`config.mk`:
```
export PLATFORM = sky130hd
export DESIGN_NAME = ersseq_top
export DESIGN_NICKNAME = d
export VERILOG_FILES = /design/src/ersseq_pkg.sv /design/src/ersseq_cond_if.sv /design/src/ersseq_cond.sv /design/src/ersseq_top.sv
export VERILOG_INCLUDE_DIRS = /design/src
export SDC_FILE = /design/constraint.sdc
export NUM_CORES = 1
export LEC_CHECK = 0
export BUFFER_PORTS_ARGS = -buffer_cell sky130_fd_sc_hd__buf_2
export CAP_MARGIN = 20
export CORE_MARGIN = 5
export CORE_UTILIZATION = 40
export DETAILED_ROUTE_END_ITERATION = 8
export GPL_TIMING_DRIVEN = 0
export PLACE_DENSITY_LB_ADDON = 0.12
export SKIP_LAST_GASP = 1
export SYNTH_ARGS = -nofsm -noshare
export SYNTH_HDL_FRONTEND = slang
export SYNTH_SLANG_ARGS = --single-unit
export TNS_END_PERCENT = 5
```
`constraint.sdc`:
```
create_clock -name clk -period 2.35 [get_ports clk]
set_clock_uncertainty 0.1 [all_clocks]
set_input_delay 0.1175 -clock clk [delete_from_list [all_inputs] [get_ports clk]]
set_output_delay 0.1175 -clock clk [all_outputs]
set_load 0.01 [all_outputs]
```
`src/ersseq_defines.svh`:
```
`ifndef ERSSEQ_DEFINES_SVH
`define ERSSEQ_DEFINES_SVH

// Clock
`define ERSSEQ_CLK_HZ 200000000
`define ERSSEQ_CLK_PERIOD_NS 5

// Times as printed
`define ERSSEQ_STOP_TIME_S 1
`define ERSSEQ_DEASSERT_MIN_NS 1200

// Derived cycle counts
`define ERSSEQ_STOP_CYCLES (`ERSSEQ_STOP_TIME_S * `ERSSEQ_CLK_HZ)
`define ERSSEQ_DEASSERT_CYCLES \
  ((`ERSSEQ_DEASSERT_MIN_NS + `ERSSEQ_CLK_PERIOD_NS - 1) / `ERSSEQ_CLK_PERIOD_NS)

// Widths
`define ERSSEQ_CNT_W 32
`define ERSSEQ_FILT_W 8

// Reset values
`define ERSSEQ_SERIAL_EN_RST 1'b1
`define ERSSEQ_OFF_RST 1'b0

`endif

```
`src/ersseq_pkg.sv`:
```
`include "ersseq_defines.svh"

package ersseq_pkg;

  typedef enum logic [2:0] {
    ST_SLEEP,
    ST_RUN,
    ST_STOP,
    ST_RST_STOP,
    ST_RELOAD,
    ST_RST_HOLD
  } ersseq_state_t;

  typedef logic [`ERSSEQ_CNT_W-1:0] ersseq_cnt_t;
  typedef logic [`ERSSEQ_FILT_W-1:0] ersseq_filt_t;

endpackage : ersseq_pkg

```
`src/ersseq_cond_if.sv`:
```
`timescale 1ns/1ps
`default_nettype none

interface ersseq_cond_if;
  logic enable_raw;
  logic reset_raw;
  logic speed_raw;
  logic polarity;
  logic enable_ok;
  logic reset_ok;
  logic speed_edge;

  modport cond (
    input enable_raw,
    input reset_raw,
    input speed_raw,
    input polarity,
    output enable_ok,
    output reset_ok,
    output speed_edge
  );

  modport core (
    output enable_raw,
    output reset_raw,
    output speed_raw,
    output polarity,
    input enable_ok,
    input reset_ok,
    input speed_edge
  );
endinterface : ersseq_cond_if

`default_nettype wire

```
`src/ersseq_cond.sv`:
```
`timescale 1ns/1ps
`default_nettype none
`include "ersseq_defines.svh"

module ersseq_cond (
  input wire logic clk,
  input wire logic reset_n,
  ersseq_cond_if.cond cif
);

  localparam ersseq_pkg::ersseq_filt_t FILT_LIM =
    `ERSSEQ_FILT_W'(`ERSSEQ_DEASSERT_CYCLES);

  logic [1:0] en_sync_q, en_sync_d;
  logic [1:0] rst_sync_q, rst_sync_d;
  logic [2:0] spd_sync_q, spd_sync_d;
  ersseq_pkg::ersseq_filt_t filt_q, filt_d;
  logic en_ok_q, en_ok_d;
  logic eff_active;

  // Pin synchronisers, then level filter on effective enable
  always_comb begin
    en_sync_d = {en_sync_q[0], cif.enable_raw};
    rst_sync_d = {rst_sync_q[0], cif.reset_raw};
    spd_sync_d = {spd_sync_q[1:0], cif.speed_raw};
    eff_active = en_sync_q[1] ^ cif.polarity;
    filt_d = '0;
    en_ok_d = en_ok_q;
    if (eff_active != en_ok_q) begin
      if (filt_q == FILT_LIM - 1'b1) begin
        en_ok_d = eff_active;
      end else begin
        filt_d = filt_q + 1'b1;
      end
    end
  end

  always_ff @(posedge clk) begin
    if (!reset_n) begin
      en_sync_q <= '0;
      rst_sync_q <= '0;
      spd_sync_q <= '0;
      filt_q <= '0;
      en_ok_q <= 1'b0;
    end else begin
      en_sync_q <= en_sync_d;
      rst_sync_q <= rst_sync_d;
      spd_sync_q <= spd_sync_d;
      filt_q <= filt_d;
      en_ok_q <= en_ok_d;
    end
  end

  assign cif.enable_ok = en_ok_q;
  assign cif.reset_ok = rst_sync_q[1];
  assign cif.speed_edge = spd_sync_q[2] ^ spd_sync_q[1];
endmodule : ersseq_cond

`default_nettype wire

```
`src/ersseq_top.sv`:
```
`timescale 1ns/1ps
`default_nettype none
`include "ersseq_defines.svh"

module ersseq_top #(
  parameter ersseq_pkg::ersseq_cnt_t STOP_CYCLES =
    `ERSSEQ_CNT_W'(`ERSSEQ_STOP_CYCLES)
) (
  input wire logic clk,
  input wire logic reset_n,
  input wire logic enable_pin,
  input wire logic reset_pin,
  input wire logic speed_pulse_out,
  input wire logic brake_mode_select,
  input wire logic enable_polarity,
  output logic motor_en_q,
  output logic brake_q,
  output logic core_power_q,
  output logic sensor_supply_en_q,
  output logic power_switch_en_q,
  output logic clocks_run_q,
  output logic logic_en_q,
  output logic serial_if_en_q,
  output logic otp_reload_q,
  output logic fault_clear_q,
  output logic datapath_init_q,
  output logic reset_pending_q
);

  ersseq_cond_if cif ();

  assign cif.enable_raw = enable_pin;
  assign cif.reset_raw = reset_pin;
  assign cif.speed_raw = speed_pulse_out;
  assign cif.polarity = enable_polarity;

  ersseq_cond u_cond (
    .clk(clk),
    .reset_n(reset_n),
    .cif(cif.cond)
  );

  // Last count of a stopped interval
  function automatic logic at_limit(
    input ersseq_pkg::ersseq_cnt_t cnt,
    input ersseq_pkg::ersseq_cnt_t lim
  );
    return cnt == lim - 1'b1;
  endfunction : at_limit

  // Quiet-time counter step shared by both stop states
  function automatic ersseq_pkg::ersseq_cnt_t quiet_next(
    input logic edge_seen,
    input ersseq_pkg::ersseq_cnt_t cnt
  );
    return edge_seen ? '0 : cnt + 1'b1;
  endfunction : quiet_next

  ersseq_pkg::ersseq_state_t state_q, state_d;
  ersseq_pkg::ersseq_cnt_t quiet_q, quiet_d;
  logic pend_d;
  logic pol_q, pol_d;
  logic pol_change;

  assign pol_change = enable_polarity != pol_q;

  // Sequencer
  always_comb begin
    state_d = state_q;
    quiet_d = quiet_q;
    pend_d = reset_pending_q;
    pol_d = enable_polarity;
    case (state_q)
      ersseq_pkg::ST_RUN: begin
        if (!cif.enable_ok || pol_change) begin
          state_d = ersseq_pkg::ST_STOP;
          quiet_d = '0;
          pend_d = cif.reset_ok;
        end else if (cif.reset_ok) begin
          state_d = ersseq_pkg::ST_RST_STOP;
          quiet_d = '0;
        end
      end
      ersseq_pkg::ST_STOP: begin
        if (cif.reset_ok) begin
          pend_d = 1'b1;
        end
        if (!cif.speed_edge && at_limit(quiet_q, STOP_CYCLES)) begin
          state_d = ersseq_pkg::ST_SLEEP;
          quiet_d = '0;
        end else begin
          quiet_d = quiet_next(cif.speed_edge, quiet_q);
        end
      end
      ersseq_pkg::ST_SLEEP: begin
        if (cif.reset_ok) begin
          pend_d = 1'b1;
        end
        if (cif.enable_ok) begin
          if (pend_d) begin
            state_d = ersseq_pkg::ST_RELOAD;
          end else begin
            state_d = ersseq_pkg::ST_RUN;
          end
        end
      end
      ersseq_pkg::ST_RST_STOP: begin
        if (!cif.speed_edge && at_limit(quiet_q, STOP_CYCLES)) begin
          state_d = ersseq_pkg::ST_RELOAD;
          quiet_d = '0;
        end else begin
          quiet_d = quiet_next(cif.speed_edge, quiet_q);
        end
      end
      ersseq_pkg::ST_RELOAD: begin
        pend_d = 1'b0;
        if (cif.reset_ok) begin
          state_d = ersseq_pkg::ST_RST_HOLD;
        end else if (cif.enable_ok) begin
          state_d = ersseq_pkg::ST_RUN;
        end else begin
          state_d = ersseq_pkg::ST_SLEEP;
        end
      end
      ersseq_pkg::ST_RST_HOLD: begin
        if (!cif.reset_ok) begin
          if (cif.enable_ok) begin
            state_d = ersseq_pkg::ST_RUN;
          end else begin
            state_d = ersseq_pkg::ST_SLEEP;
          end
        end
      end
      default: begin
        state_d = ersseq_pkg::ST_SLEEP;
      end
    endcase
  end

  always_ff @(posedge clk) begin
    if (!reset_n) begin
      state_q <= ersseq_pkg::ST_SLEEP;
      quiet_q <= '0;
      reset_pending_q <= 1'b0;
      pol_q <= 1'b0;
    end else begin
      state_q <= state_d;
      quiet_q <= quiet_d;
      reset_pending_q <= pend_d;
      pol_q <= pol_d;
    end
  end

  // Output controls, registered from next state
  logic motor_en_d;
  logic brake_d;
  logic awake_d;
  logic reload_d;

  always_comb begin
    motor_en_d = state_d == ersseq_pkg::ST_RUN;
    awake_d = state_d != ersseq_pkg::ST_SLEEP;
    brake_d = awake_d && !motor_en_d && brake_mode_select;
    reload_d = state_d == ersseq_pkg::ST_RELOAD;
  end

  always_ff @(posedge clk) begin
    if (!reset_n) begin
      motor_en_q <= `ERSSEQ_OFF_RST;
      brake_q <= `ERSSEQ_OFF_RST;
      core_power_q <= `ERSSEQ_OFF_RST;
      sensor_supply_en_q <= `ERSSEQ_OFF_RST;
      power_switch_en_q <= `ERSSEQ_OFF_RST;
      clocks_run_q <= `ERSSEQ_OFF_RST;
      logic_en_q <= `ERSSEQ_OFF_RST;
      serial_if_en_q <= `ERSSEQ_SERIAL_EN_RST;
      otp_reload_q <= `ERSSEQ_OFF_RST;
      fault_clear_q <= `ERSSEQ_OFF_RST;
      datapath_init_q <= `ERSSEQ_OFF_RST;
    end else begin
      motor_en_q <= motor_en_d;
      brake_q <= brake_d;
      core_power_q <= awake_d;
      sensor_supply_en_q <= awake_d;
      power_switch_en_q <= awake_d;
      clocks_run_q <= awake_d;
      logic_en_q <= awake_d;
      serial_if_en_q <= 1'b1;
      otp_reload_q <= reload_d;
      fault_clear_q <= reload_d;
      datapath_init_q <= reload_d;
    end
  end
endmodule : ersseq_top

`default_nettype wire

```
==> flow_summary.yaml, run 1 <==
global_routing:
  grt_pass1_wl_um: 10500
  grt.total_usage_pct: 15.3
  gr-total-overflow: 0
  antenna_found_initial: 0
  grt_pass1_vias: 2194
  grt_max_degree: 11
layout:
  nNetsFinal: 380
  area_delta_synth_final_pct: 18.9
  final_core_util_pct: 48.8
  drive_gt1_share_pct: 16.2
  fillCellCount: 653
  diodes: 0
die:
  die_h_um: 93.5
  die_w_um: 93.5
  die_area_sq_mm: 0.00875
  core_sq_mm: 0.00679
  rows: 30
  start_util_pct: 41.1
  io_pins: 19
sta:
  rsz0062_at_grt: "yes"
  fmax_mhz: 440
  worstMarginPinSlew_ps: 660
  finalHoldViolCount: 0
  tns_ps: 0
  period_minus_slack_ps: 2270
  relSlewSlack_pct: 55.5
  finalCritPeriodShare_pct: 96.7
  slew_viol_final: 0
  final-setup-viol-count: 0
clocking:
  clock_sinks: 57
  cts_tree: "built"
  clock_path_buffers: 2
  root_buffer: "clkbuf_8"
  numCtsBuffers: 9
  htree_levels: 3
  path_clk_slew_ps: 70
  clock_latency_ps: 330
power_and_ir_drop:
  finalPower_mw: 2.16
  leakage_nw: 1.22
  power_density_mw_per_mm2: 652
  p_int_mw: 1.73
  p_comb_share_pct: 2.8
  p_sw_mw: 0.431
  sw_frac_of_total_pct: 19.9
  sequentialPowerShare_pct: 45.3
  clkPwrFrac_pct: 51.8
  peakVddDrop_mv: 0.308
yosys:
  yosys.area.top_type_share_pct: 40.9
  yosysWarnings: 0
  synthFlopType: "dfxtp_1"
  yosys-top-cells-area: "dfxtp_1, nand3_1, nand2_1"
  yosys.area.top_type: "dfxtp_1"
  ys_seq_area_share_pct: 40.9
  syn-num-nets: 345
  syn_avg_cell_area_sq_um: 8.30
  yosysUniqueCellTypes: 50
  synth-edff-count: 0
  async_reset_ff_share_pct: 0
  syn_area_sq_mm: 0.00279
  netlist_instances: 336
  synth_seq_cells: 57
routing:
  drt-initial-drc-count: 113
  routed_wirelength_um: 6300
  dr.pass1.iters: 4
  ant_nets: 0
  via_per_inst: 5.24
  vias: 2474
  wl_per_cell_um: 13.3
  drc_errors: 0
worst_setup_path:
  r2r_setup_slack_ps: 80
  end_kind: "register"
  path_class: "register to register"
  worstPathRequired_ps: 2470
  cp-start-kind: "register"
  crit_fanout: 10
  arrival_ps: 2390
run_status:
  status: "finished, final reports clean"
place:
  io_buffers: 17
  place.gp.congestion: 0.808
  place_hpwl_um: 4390
hold_path:
  hold_class: "input port to register"
run:
  cap_violations: 0
cell families after synthesis:
logic type	synth area share, %
flops	40.9
xor+xnor	5.34
simple gates	30.8
fa+ha+maj	0.897
other cells	0.134
compound gates	14.3
buf+inv	6.59
mux	1.08
flip-flops by register name (all words and copies together) (netlist names):
register and cells:
u_cond.spd_sync_q 3, u_cond.filt_q 8, quiet_q 32, motor_en_q 1, datapath_init_q 1, u_cond.cif.enable_ok 1
brake_q 1, pol_q 1, state_q 3, reset_pending_q 1, u_cond.en_sync_q 2, u_cond.rst_sync_q 2
logic_en_q 1
power by group through the flow:
stage / Combinational, mW / Clock [mW] / Sequential (mW)
6_report: 0.0611 / 1.12 / 0.981
5_1_grt: 0.0682 / 1.19 / 0.982
4_1_cts: 0.0601 / 1.14 / 0.981
3_5_place_dp: 0.0537 / 0 / 1.00
3_3_place_gp: 0.0532 / 0 / 1.00
2_1_floorplan: 0.0346 / 0 / 1.00
cells in the final DEF (no fill, tap or decap), drive strengths merged, types with 3 or more instances in the layout:
| cell type | n |
|---|---|
| dfxtp | 57 |
| nand2 | 37 |
| buf | 35 |
| nand3 | 34 |
| o21ai | 20 |
| clkbuf | 19 |
| a21oi | 16 |
| nor2 | 16 |
| or3 | 13 |
| and2 | 12 |
| and3 | 11 |
| inv | 11 |
| xnor2 | 9 |
| nand4 | 8 |
| xor2 | 8 |
| nor3 | 7 |
| o311ai | 7 |
| and4 | 6 |
| dlygate4sd3 | 5 |
| nor4 | 4 |
| nor3b | 3 |
| a31oi | 3 |
| mux2i | 3 |
| bufinv | 3 |
per-stage QoR:
stage | cells | hold WS, ps | cell area [sq um] | worst slack (ps)
4_1_cts | 470 | 29.9 | 3290 | 8.37
5_1_grt | 472 | 66.8 | 3320 | -46.6
6_report | 472 | 47.4 | 3320 | 76.9
2_1_floorplan | 336 | 139 | 2790 | 315
3_3_place_gp | 449 | 223 | 3000 | 20.5
3_5_place_dp | 449 | 228 | 3000 | -38.2
timing repair:
| item | CTS | global route |
|---|---|---|
| hold buffers | 5 | 0 |
| setup endpoints to repair | 8 | 23 |
| endpoints found under the hold margin | 5 | 0 |
| setup buffers | 0 | 2 |
| pin swaps | 0 | 1 |
| resized for setup | 1 | 7 |
final timing paths:
| kind | cells past startpoint | startpoint | to |
|---|---|---|---|
| worst max-delay path | 9 | quiet_q[1]$_SDFFE_PN0P_ | quiet_q[2]$_SDFFE_PN0P_ |
| worst max register to register | 9 | quiet_q[1]$_SDFFE_PN0P_ | quiet_q[2]$_SDFFE_PN0P_ |
| worst min-delay path | 2 | reset_n | u_cond.spd_sync_q[2]$_SDFF_PN0_ |
| worst min register to register | 1 | u_cond.spd_sync_q[0]$_SDFF_PN0_ | u_cond.spd_sync_q[1]$_SDFF_PN0_ |
final cells by class:
| cell class | instances | area [sq um] | area share [%] |
|---|---|---|---|
| clock buffer | 11 | 141 | 4.26 |
| tap | 96 | 120 | 3.62 |
| buffer | 24 | 148 | 4.45 |
| sequential | 57 | 1140 | 34.4 |
| clock inverter | 5 | 103 | 3.09 |
| timing repair buffer | 24 | 150 | 4.52 |
| inverter | 11 | 41.3 | 1.24 |
| multi-input combinational | 244 | 1470 | 44.4 |
cell usage after synthesis (all sizes together), types with 2 or more instances:
master   n
nand2   37
and2    12
xnor2    9
nand3   34
a21o     2
nor3     7
clkbuf   8
nand4    8
o22ai    2
a211oi   2
and3    11
nor4b    2
o21ai   20
inv     11
a32oi    2
o311ai   7
ha       2
dfxtp   57
or4      2
nor2    16
a21oi   16
xor2     8
buf     16
or3     13
and4     6
nor3b    3
nor4     4
mux2i    3
a31oi    3
layer usage:
metal / track usage, % / vias to the layer above / part of all wire [%]
li1: - / 1270 / -
met1: 21.5 / 1150 / 53
met2: 22.3 / 44 / 42
met3: 2.41 / 10 / 2.9
met4: 7.69 / 0 / 1.8
met5: 0 / - / 0
critical path, stage by stage, from the launching register on:
cell	delay [ps]
dfxtp_1	380
ha_2	230
and3_1	150
buf_2	170
nand4_1	200
o311ai_2	350
buf_6	160
buf_6	140
o22ai_1	80
a21o_1	200
No activity file was read; power rests on OpenSTA's default activity.
==> run 2: changes to the inputs <==
--- a/config.mk
+++ b/config.mk
@@ -9,11 +9,10 @@
 export BUFFER_PORTS_ARGS = -buffer_cell sky130_fd_sc_hd__buf_2
 export CAP_MARGIN = 20
 export CORE_MARGIN = 5
-export CORE_UTILIZATION = 40
+export CORE_UTILIZATION = 60
 export DETAILED_ROUTE_END_ITERATION = 8
 export GPL_TIMING_DRIVEN = 0
 export PLACE_DENSITY_LB_ADDON = 0.12
-export SKIP_LAST_GASP = 1
 export SYNTH_ARGS = -nofsm -noshare
 export SYNTH_HDL_FRONTEND = slang
 export SYNTH_SLANG_ARGS = --single-unit
==> flow_summary.yaml, run 2 (synthesized netlist as in run 1, its figures left out) <==
die:
  die_w_um: 78.2
  core_sq_mm: 0.00444
  start_util_pct: 62.8
  io_pins: 19
  die_h_um: 78.2
  rows: 24
  die_area_sq_mm: 0.00611
power_and_ir_drop:
  peakVddDrop_mv: 0.389
  p_int_mw: 1.51
  sequentialPowerShare_pct: 50.0
  p_sw_mw: 0.447
  power_density_mw_per_mm2: 609
  finalPower_mw: 1.96
  p_comb_share_pct: 3.1
  clkPwrFrac_pct: 46.9
  leakage_nw: 1.19
  sw_frac_of_total_pct: 22.8
place:
  place_hpwl_um: 4240
  io_buffers: 17
  placed_area_sq_mm: 0.00294
  place.gp.congestion: 0.842
routing:
  drt-initial-drc-count: 184
  dr.pass1.iters: 4
  drc_errors: 0
  wl_per_cell_um: 15.3
  ant_nets: 0
  vias: 2540
  routed_wirelength_um: 6530
  via_per_inst: 5.96
run:
  cap_violations: 0
clocking:
  cts_tree: "built"
  clock_path_buffers: 2
  path_clk_slew_ps: 70
  clock_sinks: 57
  root_buffer: "clkbuf_8"
  numCtsBuffers: 9
  clock_latency_ps: 340
  htree_levels: 3
hold_path:
  hold_class: "input port to register"
worst_setup_path:
  crit_fanout: 10
  worstPathRequired_ps: 2490
  cp-start-kind: "register"
  arrival_ps: 2350
  path_class: "register to register"
  end_kind: "register"
global_routing:
  gr-total-overflow: 0
  grt_pass1_wl_um: 11000
  grt.total_usage_pct: 23.1
  grt_pass1_vias: 2330
  grt_max_degree: 11
  antenna_found_initial: 0
sta:
  period_minus_slack_ps: 2210
  fmax_mhz: 453
  rsz0062_at_grt: "yes"
  relSlewSlack_pct: 66.3
  finalCritPeriodShare_pct: 93.9
  final-setup-viol-count: 0
  tns_ps: 0
  finalHoldViolCount: 0
  slew_viol_final: 0
  holdWs_ps: 18.3
  worstMarginPinSlew_ps: 499
layout:
  largestRegisters: "quiet_q x32, u_cond.filt_q x8"
  largest_reg_flops: 32
  area_delta_synth_final_pct: 15.2
  final_core_util_pct: 72.4
  final_cell_mix: "dfxtp_1, nand2_1, nand3_1"
  layout_commonest_cell: "dfxtp_1"
  drive_gt1_share_pct: 16.3
  stdcell_area_sq_mm: 0.00322
  nNetsFinal: 378
  diodes: 0
  regMostFlops: "quiet_q"
run_status:
  status: "finished, final reports clean"
## run 2: final timing paths
kind / from / endpoint / slack [ps] / depth (start not counted)
worst max register to register: quiet_q[0]$_SDFFE_PN0P_ / quiet_q[2]$_SDFFE_PN0P_ / 140 / 9
worst max-delay path: quiet_q[0]$_SDFFE_PN0P_ / quiet_q[2]$_SDFFE_PN0P_ / 140 / 9
worst min register to register: u_cond.rst_sync_q[0]$_SDFF_PN0_ / u_cond.rst_sync_q[1]$_SDFF_PN0_ / 350 / 1
worst min-delay path: reset_n / u_cond.spd_sync_q[2]$_SDFF_PN0_ / 20 / 2
## run 2: timing repair
action,4_1_cts,5_1_grt
gates resized for setup,1,12
buffers inserted,0,0
pin swaps,0,1
setup endpoints to repair,2,28
endpoints found under the hold margin,5,0
hold buffers,5,0
## run 2: per-layer routing
metal / GRT usage [%] / vias up / share of wire [%]
li1: - / 1282 / -
met1: 29.9 / 1162 / 48
met2: 34.6 / 80 / 44
met3: 5.38 / 16 / 5.5
met4: 14.3 / 0 / 2.4
met5: 0 / - / 0
## run 2: worst max-delay path, stage by stage, from the launching register on
cell,delay (ps)
dfxtp_4,380
ha_4,160
and3_1,150
clkbuf_4,170
nand4_1,180
o311ai_2,330
buf_6,200
buf_6,150
o22ai_1,90
a21o_1,190
## run 2: layout make-up
type	instances	area, sq um
buffer	24	150
inverter	11	41.3
clock buffer	11	141
fill	345	1230
multi-input combinational	244	1480
tap	52	65.1
clock inverter	5	55.1
timing repair buffer	22	135
sequential	57	1150
## run 2: through the flow
| stage | instances | setup slack, ps |
|---|---|---|
| 2_1_floorplan | 336 | 315 |
| 3_3_place_gp | 405 | 84.3 |
| 3_5_place_dp | 405 | 17.7 |
| 4_1_cts | 426 | 13.5 |
| 5_1_grt | 426 | -29.4 |
| 6_report | 426 | 142 |
## run 2: power groups by stage
| stage | sequential, mW | combinational [mW] | clock (mW) |
|---|---|---|---|
| 6_report | 0.979 | 0.0604 | 0.920 |
| 5_1_grt | 0.980 | 0.0682 | 0.986 |
| 4_1_cts | 0.981 | 0.0600 | 0.931 |
| 3_5_place_dp | 1.00 | 0.0536 | 0 |
| 3_3_place_gp | 1.00 | 0.0513 | 0 |
| 2_1_floorplan | 1.00 | 0.0346 | 0 |
